===== src/rtl/ppac_pkg.sv =====
package ppac_pkg;
    // ****************************************
    // register map (byte offsets)
    // ****************************************
    localparam logic [7:0] OBS_DIV_OFS = 8'h00;
    localparam logic [7:0] POST_DIV_OFS = 8'h04;
    localparam logic [7:0] CMD_OFS = 8'h08;
    localparam logic [7:0] STATUS_OFS = 8'h0c;
    localparam logic [7:0] ALIGN_MASK_OFS = 8'h10;
    localparam logic [7:0] RATIO_CHG_OFS = 8'h14;
    localparam logic [7:0] RATIO_WR_OFS = 8'h18;
    localparam logic [7:0] IRQ_STAT_OFS = 8'h1c;
    localparam logic [7:0] IRQ_MASK_OFS = 8'h20;
    // ****************************************
    // fields and reset values
    // ****************************************
    localparam int DIV_EN_BIT = 15;
    localparam int RATIO_W = 5;
    localparam int GO_BIT = 0;
    localparam int STABLE_BIT = 2;
    localparam int BUSY_BIT = 0;
    localparam int NCLK = 7;
    localparam logic [4:0] OBS_RATIO_RST = 5'h00;
    localparam logic [4:0] POST_RATIO_RST = 5'h01;
    localparam logic [6:0] ALIGN_MASK_RST = 7'h00;
    localparam logic [24:0] ALIGN_RSV_RST = 25'h0000003;
    // irq status bits: 0 go done, 1 osc stable
    localparam int IRQ_W = 2;
    // ****************************************
    // timing
    // ****************************************
    localparam int CLK_NS = 40;
    localparam int OSC_STABLE_NS = 4000;
    localparam int OSC_STABLE_CYC = (OSC_STABLE_NS + CLK_NS - 1) / CLK_NS;
    localparam int ALIGN_NS = 1280;
    localparam int ALIGN_CYC = (ALIGN_NS + CLK_NS - 1) / CLK_NS;
    typedef enum logic [1:0] {PPAC_IDLE, PPAC_WAIT, PPAC_ALIGN} ppac_state_t;
endpackage


===== src/rtl/ppac_div_if.sv =====
`timescale 1ns/1ns
`default_nettype none
interface ppac_div_if;
    logic enable;
    logic [4:0] ratio;
    logic restart;
    logic clk_en;
    modport ctrl(output enable, output ratio, output restart, input clk_en);
    modport div(input enable, input ratio, input restart, output clk_en);
endinterface
`default_nettype wire


===== src/rtl/ppac_div.sv =====
`timescale 1ns/1ns
`default_nettype none
module ppac_div
    import ppac_pkg::*;
(
    input wire logic sys_clk,
    input wire logic rst,
    ppac_div_if.div d
);
    logic [4:0] cnt;
    logic [4:0] next_cnt;
    logic pulse;
    logic next_pulse;
    // ****************************************
    // count source ticks, divide by ratio plus one
    // ****************************************
    always_comb begin
        next_cnt = cnt;
        next_pulse = 1'b0;
        if (d.restart) begin
            next_cnt = 5'h00;
        end else if (!d.enable) begin
            next_cnt = cnt;
        end else if (cnt >= d.ratio) begin
            next_cnt = 5'h00;
            next_pulse = 1'b1;
        end else begin
            next_cnt = cnt + 5'h01;
        end
    end
    always_ff @(posedge sys_clk) begin
        if (rst) begin
            cnt <= 5'h00;
            pulse <= 1'b0;
        end else begin
            cnt <= next_cnt;
            pulse <= next_pulse;
        end
    end
    assign d.clk_en = pulse;
    off_no_pulse_a: assert property (@(posedge sys_clk) disable iff (rst)
        !d.enable |=> !pulse) else $error("divider pulsed while disabled");
    cover_div1_c: cover property (@(posedge sys_clk) d.enable && d.ratio == 5'h00 && pulse);
endmodule
`default_nettype wire


===== src/rtl/ppac_top.sv =====
// Notes on behaviour
// - observation divider runs only while its enable bit 15 is set
// - observation divider divides by ratio field plus one; zero passes through
// - observation clock is the selected source clock divided down
// - observation clock may be chosen to drive the clock output pin
// - post-divider applies only while its enable bit 15 is set
// - post-divider divides by ratio plus one; ratio resets to 1
// - writing 1 to go bit starts phase alignment of selected clocks
// - writing 0 to go bit clears it and changes nothing else
// - status bit 2 reads 1 once oscillator stable counter finished
// - stable counter must finish within the reset period; here it is held at zero during reset and counts only after release
// - status bit 0 reads 1 while alignment is in progress
// - align mask bits 0..6 select system clocks 1..7 for alignment
// - one ratio-changed flag per system clock
//
// Local design decisions: the address map and register access over AHB-Lite.
`timescale 1ns/1ns
`default_nettype none
module ppac_top
    import ppac_pkg::*;
(
    input wire logic sys_clk,
    input wire logic rst,
    input wire logic hsel,
    input wire logic [31:0] haddr,
    input wire logic [1:0] htrans,
    input wire logic hwrite,
    input wire logic [2:0] hsize,
    input wire logic [31:0] hwdata,
    input wire logic hready,
    output logic [31:0] hrdata,
    output logic hreadyout,
    output logic hresp,
    input wire logic obs_src_clk_en,
    input wire logic obs_to_pin_sel,
    input wire logic alt_pin_clk_en,
    input wire logic pll_clk_en,
    output logic observation_clock,
    output logic clock_output_pin,
    output logic post_div_clk,
    output logic [6:0] align_restart,
    output logic irq
);
    // ****************************************
    // bus capture
    // ****************************************
    logic wr_pend;
    logic next_wr_pend;
    logic [7:0] wr_addr;
    logic [7:0] next_wr_addr;
    logic [31:0] rdata;
    logic [31:0] next_rdata;
    logic [31:0] rd_word;
    logic wr_go;
    // ****************************************
    // registers
    // ****************************************
    logic obs_en;
    logic [4:0] obs_ratio;
    logic post_en;
    logic [4:0] post_ratio;
    logic go_bit;
    logic [6:0] align_mask;
    logic [6:0] ratio_chg;
    logic [IRQ_W-1:0] irq_stat;
    logic [IRQ_W-1:0] irq_mask;
    logic next_obs_en;
    logic [4:0] next_obs_ratio;
    logic next_post_en;
    logic [4:0] next_post_ratio;
    logic next_go_bit;
    logic [6:0] next_align_mask;
    logic [6:0] next_ratio_chg;
    logic [IRQ_W-1:0] next_irq_stat;
    logic [IRQ_W-1:0] next_irq_mask;
    // ****************************************
    // stable counter and align engine
    // ****************************************
    logic [15:0] osc_cnt;
    logic [15:0] next_osc_cnt;
    logic stable;
    logic next_stable;
    ppac_state_t state;
    ppac_state_t next_state;
    logic [15:0] al_cnt;
    logic [15:0] next_al_cnt;
    logic busy;
    logic busy_q;
    logic stable_q;
    logic obs_q;
    logic next_obs_q;
    logic post_q;
    logic next_post_q;
    logic go_start;
    logic [6:0] restart_q;
    logic [6:0] next_restart_q;

    ppac_div_if obs_if();
    ppac_div_if post_if();

    assign wr_go = wr_pend && wr_addr == CMD_OFS && hwdata[GO_BIT];
    assign go_start = wr_go && state == PPAC_IDLE;
    assign busy = state != PPAC_IDLE;

    always_comb begin
        rd_word = 32'h0000_0000;
        case (haddr[7:0])
            OBS_DIV_OFS: rd_word = {16'h0000, obs_en, 10'h000, obs_ratio};
            POST_DIV_OFS: rd_word = {16'h0000, post_en, 10'h000, post_ratio};
            CMD_OFS: rd_word = {31'h0, go_bit};
            STATUS_OFS: rd_word = {29'h0, stable, 1'b0, busy};
            ALIGN_MASK_OFS: rd_word = {ALIGN_RSV_RST, align_mask};
            RATIO_CHG_OFS: rd_word = {25'h0, ratio_chg};
            IRQ_STAT_OFS: rd_word = {30'h0, irq_stat};
            IRQ_MASK_OFS: rd_word = {30'h0, irq_mask};
            default: rd_word = 32'h0000_0000;
        endcase
    end

    always_comb begin
        next_wr_pend = hsel && hready && htrans[1] && hwrite;
        next_wr_addr = hsel && hready && htrans[1] ? haddr[7:0] : wr_addr;
        next_rdata = rdata;
        if (hsel && hready && htrans[1] && !hwrite) begin
            next_rdata = rd_word;
        end
    end

    always_comb begin
        next_obs_en = obs_en;
        next_obs_ratio = obs_ratio;
        next_post_en = post_en;
        next_post_ratio = post_ratio;
        next_go_bit = go_bit;
        next_align_mask = align_mask;
        next_ratio_chg = ratio_chg;
        next_irq_mask = irq_mask;
        next_irq_stat = irq_stat;
        if (wr_pend) begin
            case (wr_addr)
                OBS_DIV_OFS: begin
                    next_obs_en = hwdata[DIV_EN_BIT];
                    next_obs_ratio = hwdata[RATIO_W-1:0];
                end
                POST_DIV_OFS: begin
                    next_post_en = hwdata[DIV_EN_BIT];
                    next_post_ratio = hwdata[RATIO_W-1:0];
                end
                CMD_OFS: next_go_bit = hwdata[GO_BIT];
                ALIGN_MASK_OFS: next_align_mask = hwdata[NCLK-1:0];
                RATIO_WR_OFS: next_ratio_chg = ratio_chg | hwdata[NCLK-1:0];
                IRQ_STAT_OFS: next_irq_stat = irq_stat & ~hwdata[IRQ_W-1:0];
                IRQ_MASK_OFS: next_irq_mask = hwdata[IRQ_W-1:0];
                default: next_go_bit = go_bit;
            endcase
        end
        if (state == PPAC_ALIGN && al_cnt == 16'h0000) begin
            next_go_bit = 1'b0;
            next_ratio_chg = ratio_chg & ~align_mask;
        end
        if (busy_q && !busy) begin
            next_irq_stat[0] = 1'b1;
        end
        if (stable && !stable_q) begin
            next_irq_stat[1] = 1'b1;
        end
    end

    always_comb begin
        next_osc_cnt = osc_cnt;
        next_stable = stable;
        if (osc_cnt == 16'(OSC_STABLE_CYC - 1)) begin
            next_stable = 1'b1;
        end else begin
            next_osc_cnt = osc_cnt + 16'h0001;
        end
        next_state = state;
        next_al_cnt = al_cnt;
        next_restart_q = 7'h00;
        case (state)
            PPAC_IDLE: begin
                if (go_start) begin
                    next_state = PPAC_WAIT;
                end
            end
            PPAC_WAIT: begin
                if (stable) begin
                    next_state = PPAC_ALIGN;
                    next_al_cnt = 16'(ALIGN_CYC - 1);
                    next_restart_q = align_mask;
                end
            end
            PPAC_ALIGN: begin
                if (al_cnt == 16'h0000) begin
                    next_state = PPAC_IDLE;
                end else begin
                    next_al_cnt = al_cnt - 16'h0001;
                end
            end
            default: next_state = PPAC_IDLE;
        endcase
        next_obs_q = obs_if.clk_en;
        next_post_q = post_if.clk_en;
    end

    always_ff @(posedge sys_clk) begin
        if (rst) begin
            wr_pend <= 1'b0;
            wr_addr <= 8'h00;
            rdata <= 32'h0000_0000;
            obs_en <= 1'b0;
            obs_ratio <= OBS_RATIO_RST;
            post_en <= 1'b0;
            post_ratio <= POST_RATIO_RST;
            go_bit <= 1'b0;
            align_mask <= ALIGN_MASK_RST;
            ratio_chg <= 7'h00;
            irq_stat <= 2'h0;
            irq_mask <= 2'h0;
            osc_cnt <= 16'h0000;
            stable <= 1'b0;
            state <= PPAC_IDLE;
            al_cnt <= 16'h0000;
            busy_q <= 1'b0;
            stable_q <= 1'b0;
            obs_q <= 1'b0;
            post_q <= 1'b0;
            restart_q <= 7'h00;
        end else begin
            wr_pend <= next_wr_pend;
            wr_addr <= next_wr_addr;
            rdata <= next_rdata;
            obs_en <= next_obs_en;
            obs_ratio <= next_obs_ratio;
            post_en <= next_post_en;
            post_ratio <= next_post_ratio;
            go_bit <= next_go_bit;
            align_mask <= next_align_mask;
            ratio_chg <= next_ratio_chg;
            irq_stat <= next_irq_stat;
            irq_mask <= next_irq_mask;
            osc_cnt <= next_osc_cnt;
            stable <= next_stable;
            state <= next_state;
            al_cnt <= next_al_cnt;
            busy_q <= busy;
            stable_q <= stable;
            obs_q <= next_obs_q;
            post_q <= next_post_q;
            restart_q <= next_restart_q;
        end
    end

    // ****************************************
    // dividers and outputs
    // ****************************************
    assign obs_if.enable = obs_en && obs_src_clk_en;
    assign obs_if.ratio = obs_ratio;
    assign obs_if.restart = !obs_en;
    assign post_if.enable = post_en && pll_clk_en;
    assign post_if.ratio = post_ratio;
    assign post_if.restart = !post_en;

    ppac_div u_obs_div (.sys_clk(sys_clk), .rst(rst), .d(obs_if));
    ppac_div u_post_div (.sys_clk(sys_clk), .rst(rst), .d(post_if));

    assign observation_clock = obs_q;
    assign clock_output_pin = obs_to_pin_sel ? obs_q : alt_pin_clk_en;
    assign post_div_clk = post_q;
    assign align_restart = restart_q;
    assign irq = |(irq_stat & irq_mask);
    assign hrdata = rdata;
    assign hreadyout = 1'b1;
    assign hresp = 1'b0;

    // ****************************************
    // checks
    // ****************************************
    go_starts_busy_a: assert property (@(posedge sys_clk) disable iff (rst)
        go_start |=> busy) else $error("go did not start alignment");
    zero_no_effect_a: assert property (@(posedge sys_clk) disable iff (rst)
        wr_pend && wr_addr == CMD_OFS && !hwdata[GO_BIT] && !busy |=> !busy)
        else $error("writing zero started alignment");
    stable_time_a: assert property (@(posedge sys_clk) disable iff (rst)
        osc_cnt == 16'(OSC_STABLE_CYC - 1) |=> stable) else $error("stable late");
    stable_holds_a: assert property (@(posedge sys_clk) disable iff (rst)
        stable |=> stable) else $error("stable dropped");
    busy_ends_a: assert property (@(posedge sys_clk) disable iff (rst)
        state == PPAC_ALIGN && $past(state) == PPAC_WAIT |-> ##[1:40] !busy)
        else $error("alignment never ended");
    restart_mask_a: assert property (@(posedge sys_clk) disable iff (rst)
        state == PPAC_WAIT && stable |=> restart_q == $past(align_mask))
        else $error("restart not from mask");
    chg_clear_a: assert property (@(posedge sys_clk) disable iff (rst)
        state == PPAC_ALIGN && al_cnt == 16'h0000 |=> (ratio_chg & $past(align_mask)) == 7'h00)
        else $error("changed flags not cleared");
    status_busy_a: assert property (@(posedge sys_clk) disable iff (rst)
        busy |-> rd_word[BUSY_BIT] || haddr[7:0] != STATUS_OFS) else $error("busy misread");
    pin_sel_a: assert property (@(posedge sys_clk) disable iff (rst)
        obs_to_pin_sel |-> clock_output_pin == observation_clock) else $error("pin mux");
    cover_go_c: cover property (@(posedge sys_clk) go_start ##[1:60] !busy);
    cover_irq_c: cover property (@(posedge sys_clk) irq);
    cover_obs_c: cover property (@(posedge sys_clk) observation_clock);
endmodule
`default_nettype wire


===== config.mk =====
export PLATFORM = sky130hd
export DESIGN_NAME = ppac_top
export DESIGN_NICKNAME = d
export VERILOG_FILES = /design/src/rtl/ppac_pkg.sv /design/src/rtl/ppac_div_if.sv /design/src/rtl/ppac_div.sv /design/src/rtl/ppac_top.sv
export SDC_FILE = /design/constraint.sdc
export NUM_CORES = 1
export LEC_CHECK = 0
export BUFFER_PORTS_ARGS = -buffer_cell sky130_fd_sc_hd__buf_2
export CAP_MARGIN = 10
export CORE_MARGIN = 2
export CORE_UTILIZATION = 48
export CTS_BUF_LIST = sky130_fd_sc_hd__clkbuf_16
export DETAILED_ROUTE_END_ITERATION = 10
export PLACE_DENSITY = 0.76
export SYNTH_ARGS = -nofsm -noshare
export SYNTH_HDL_FRONTEND = slang
export SYNTH_SLANG_ARGS = --single-unit
export TNS_END_PERCENT = 50

===== constraint.sdc =====
create_clock -name sys_clk -period 1.9 [get_ports sys_clk]
set_clock_uncertainty 0.1 [all_clocks]
set_input_delay 0.19 -clock sys_clk [delete_from_list [all_inputs] [get_ports sys_clk]]
set_output_delay 0.19 -clock sys_clk [all_outputs]
set_load 0.05 [all_outputs]

==> results.yml <==
run_status:
  outcome: "complete, but fails checks"
  violations: "setup timing"
worst_setup_path:
  cp.arrival_ns: 2.11
  required_ns: 2.04
  critPathCaptureType: "register"
  path_class: "register to register"
  start_kind: "register"
  crit_path_max_fanout: 4
sta:
  setup_viol: 11
  maxSlewViolCount: 0
  slew_headroom_pct: 63.0
  rsz0062_at_grt: "true"
  fin_crit_sh_pct: 103
  layout_min_cycle_time_ns: 1.97
  hold_viol: 0
  max_slew.worst_pin.slew_ns: 0.555
  fin_ws_ns: -0.0664
  fmax_mhz: 509
  tns_ns: -0.394
clocking:
  numClockSinks: 107
  cts_tree: "built"
  clock_latency_ns: 0.35
  h-tree-depth: 3
  clock_path_buffers: 2
  numCtsBuffers: 9
  path_clk_slew_ns: 0.08
  root_buffer: "clkbuf_16"
yosys:
  yosysUniqueCellTypes: 60
  async_reset_ff_share_pct: 0
  synth_area_per_cell_um2: 9.21
  synthTopCellsByCount: "dfxtp_1, nor2_1, nand2_1"
  synth_top_area_cell: "dfxtp_1"
  synth_ff_type: "dfxtp_1"
  synth_area_um2: 5080
  yosysTopAreaCellShare_pct: 42.1
  synth_area_leaders: "dfxtp_1, nor2_1, mux2i_1"
  synth_edf_count: 0
  synth-seq-cells: 107
  synth.most_common_cell: "dfxtp_1"
  ys_seq_area_share_pct: 42.1
  yosys_warnings: 0
  synthCells: 552
placed_design:
  portBuffers: 46
  place_hpwl_um: 8210
  gp_congestion: 0.868
detailed_routing:
  wirelength_um: 11300
  drt-pass1-iter-count: 7
  vias: 4219
  antenna_left: 0
  route.detailed.drc: 0
  wire_per_inst_um: 14.7
  via_per_inst: 5.49
  drt_iter0_drc: 230
grt:
  grt_pass1_wl_um: 18400
  antenna_found_initial: 0
  first_global_vias: 4036
  grt_usage_pct: 19.9
  grt_max_degree: 54
  globalRouteOverflowTotal: 0
hold_path:
  hp-class: "input pin to register"
floorplan:
  core_um2: 10300
  fp.dieW_um: 107
  start_util_pct: 49.3
  ios: 123
  die_area_um2: 11400
  rows: 37
  fp.dieH_um: 107
cells_and_area:
  finalNetCount: 721
  syn_to_final_growth_pct: 18.8
  utilization_pct: 58.5
  drive_above_1_share_pct: 22.1
  antennaDiodeCount: 0
power:
  p_leak_nw: 2.34
  power.density_cell_area_nw_per_um2: 729
  finalPower_mw: 4.40
  peakVddDrop_v: 0.000376
run:
  maxCapViolations: 0
==> final timing paths <==
check	cells past startpoint	from	endpoint	slack (ns)
max reg2reg	8	al_cnt[1]	ratio_chg[1]	-0.07
min	2	hwdata[4]	ratio_chg[4]	0.005
max	8	al_cnt[1]	ratio_chg[1]	-0.07
min reg2reg	1	u_obs_div.d.clk_en	observation_clock	0.35
==> cell type report <==
type	instances	area [µm²]
Clock buffer	9	225
Clock inverter	7	72.6
Fill cell	866	4280
Inverter	17	63.8
Multi-Input combinational cell	407	2790
Sequential cell	107	2150
Tap cell	136	170
Timing Repair Buffer	86	578
==> where the power goes <==
| group | internal (mW) | switching [mW] | total [mW] |
|---|---|---|---|
| Combinational | 0.0776 | 0.230 | 0.308 |
| Sequential | 2.25 | 0.0147 | 2.27 |
| Clock | 0.926 | 0.902 | 1.83 |
| Total | 3.26 | 1.15 | 4.40 |
==> placed cells by master, fill, tap and decap left out, types with 10 or more instances in the layout <==
cell,instances
ha_1,14
mux2i_1,27
and3_1,10
nand4_1,17
inv_1,14
nand3_1,23
clkbuf_16,10
nand2_1,34
xor2_1,27
buf_2,46
a21oi_1,25
nor3_1,13
conb_1,24
nor2_1,77
buf_4,32
dfxtp_1,103
==> flip-flops by register name (all words and copies together), names as in the netlist, 5 cells and up <==
register and cells:
ratio_chg 7, obs_if.ratio 5, osc_cnt 16, u_post_div.cnt 5, post_if.ratio 5, u_obs_div.cnt 5
al_cnt 16, hrdata 9, align_restart 7, wr_addr 8, align_mask 7
==> routing by layer <==
layer  routed length, µm  global-route usage [%]  vias to the layer above
met5                   0                       0                        -
met2                5800                    34.5                      130
met1                4700                    24.3                     2020
li1                    -                       -                     2049
met3                 601                    4.26                       20
met4                 190                    7.33                        0
==> critical path, cell delays in order (launching register included) <==
cell	delay, ns
dfxtp_2	0.34
inv_2	0.09
ha_4	0.14
nor3b_4	0.24
nand4b_4	0.15
nor3_4	0.32
clkbuf_16	0.22
nand2_2	0.05
a32o_1	0.21
==> what timing repair did <==
action	in CTS	in global routing
buffers inserted	0	6
pin swaps	1	16
hold buffers	4	0
hold endpoints to repair	4	0
gates cloned	0	1
setup endpoints to repair	20	46
resized for setup	3	23
==> metrics by stage <==
stage | hold WS (ns) | worst slack, ns | instances | cell area (µm²)
final | 0.00509 | -0.0664 | 769 | 6040
after global routing | 0.0154 | -0.104 | 769 | 6040
after CTS | 0.000236 | -0.0280 | 763 | 5910
after detailed placement | 0.326 | -0.0325 | 743 | 5560
after global placement | 0.323 | 0.0129 | 743 | 5560
after floorplan | 0.216 | 0.0310 | 574 | 5180
==> logic make-up (layout without fill, tap and decap cells) <==
group           count (synthesis)  after routing  share of synthesized area (%)
other cells                     2             24                          0.148
xor+xnor                       33             33                           5.68
buf+inv                        60            119                           6.42
simple gates                  242            242                           26.3
flops                         107            107                           42.1
compound gates                 59             59                           7.95
mux                            34             34                           7.73
fa+ha+maj                      15             15                           3.69
No activity file was read; power rests on OpenSTA's default activity.
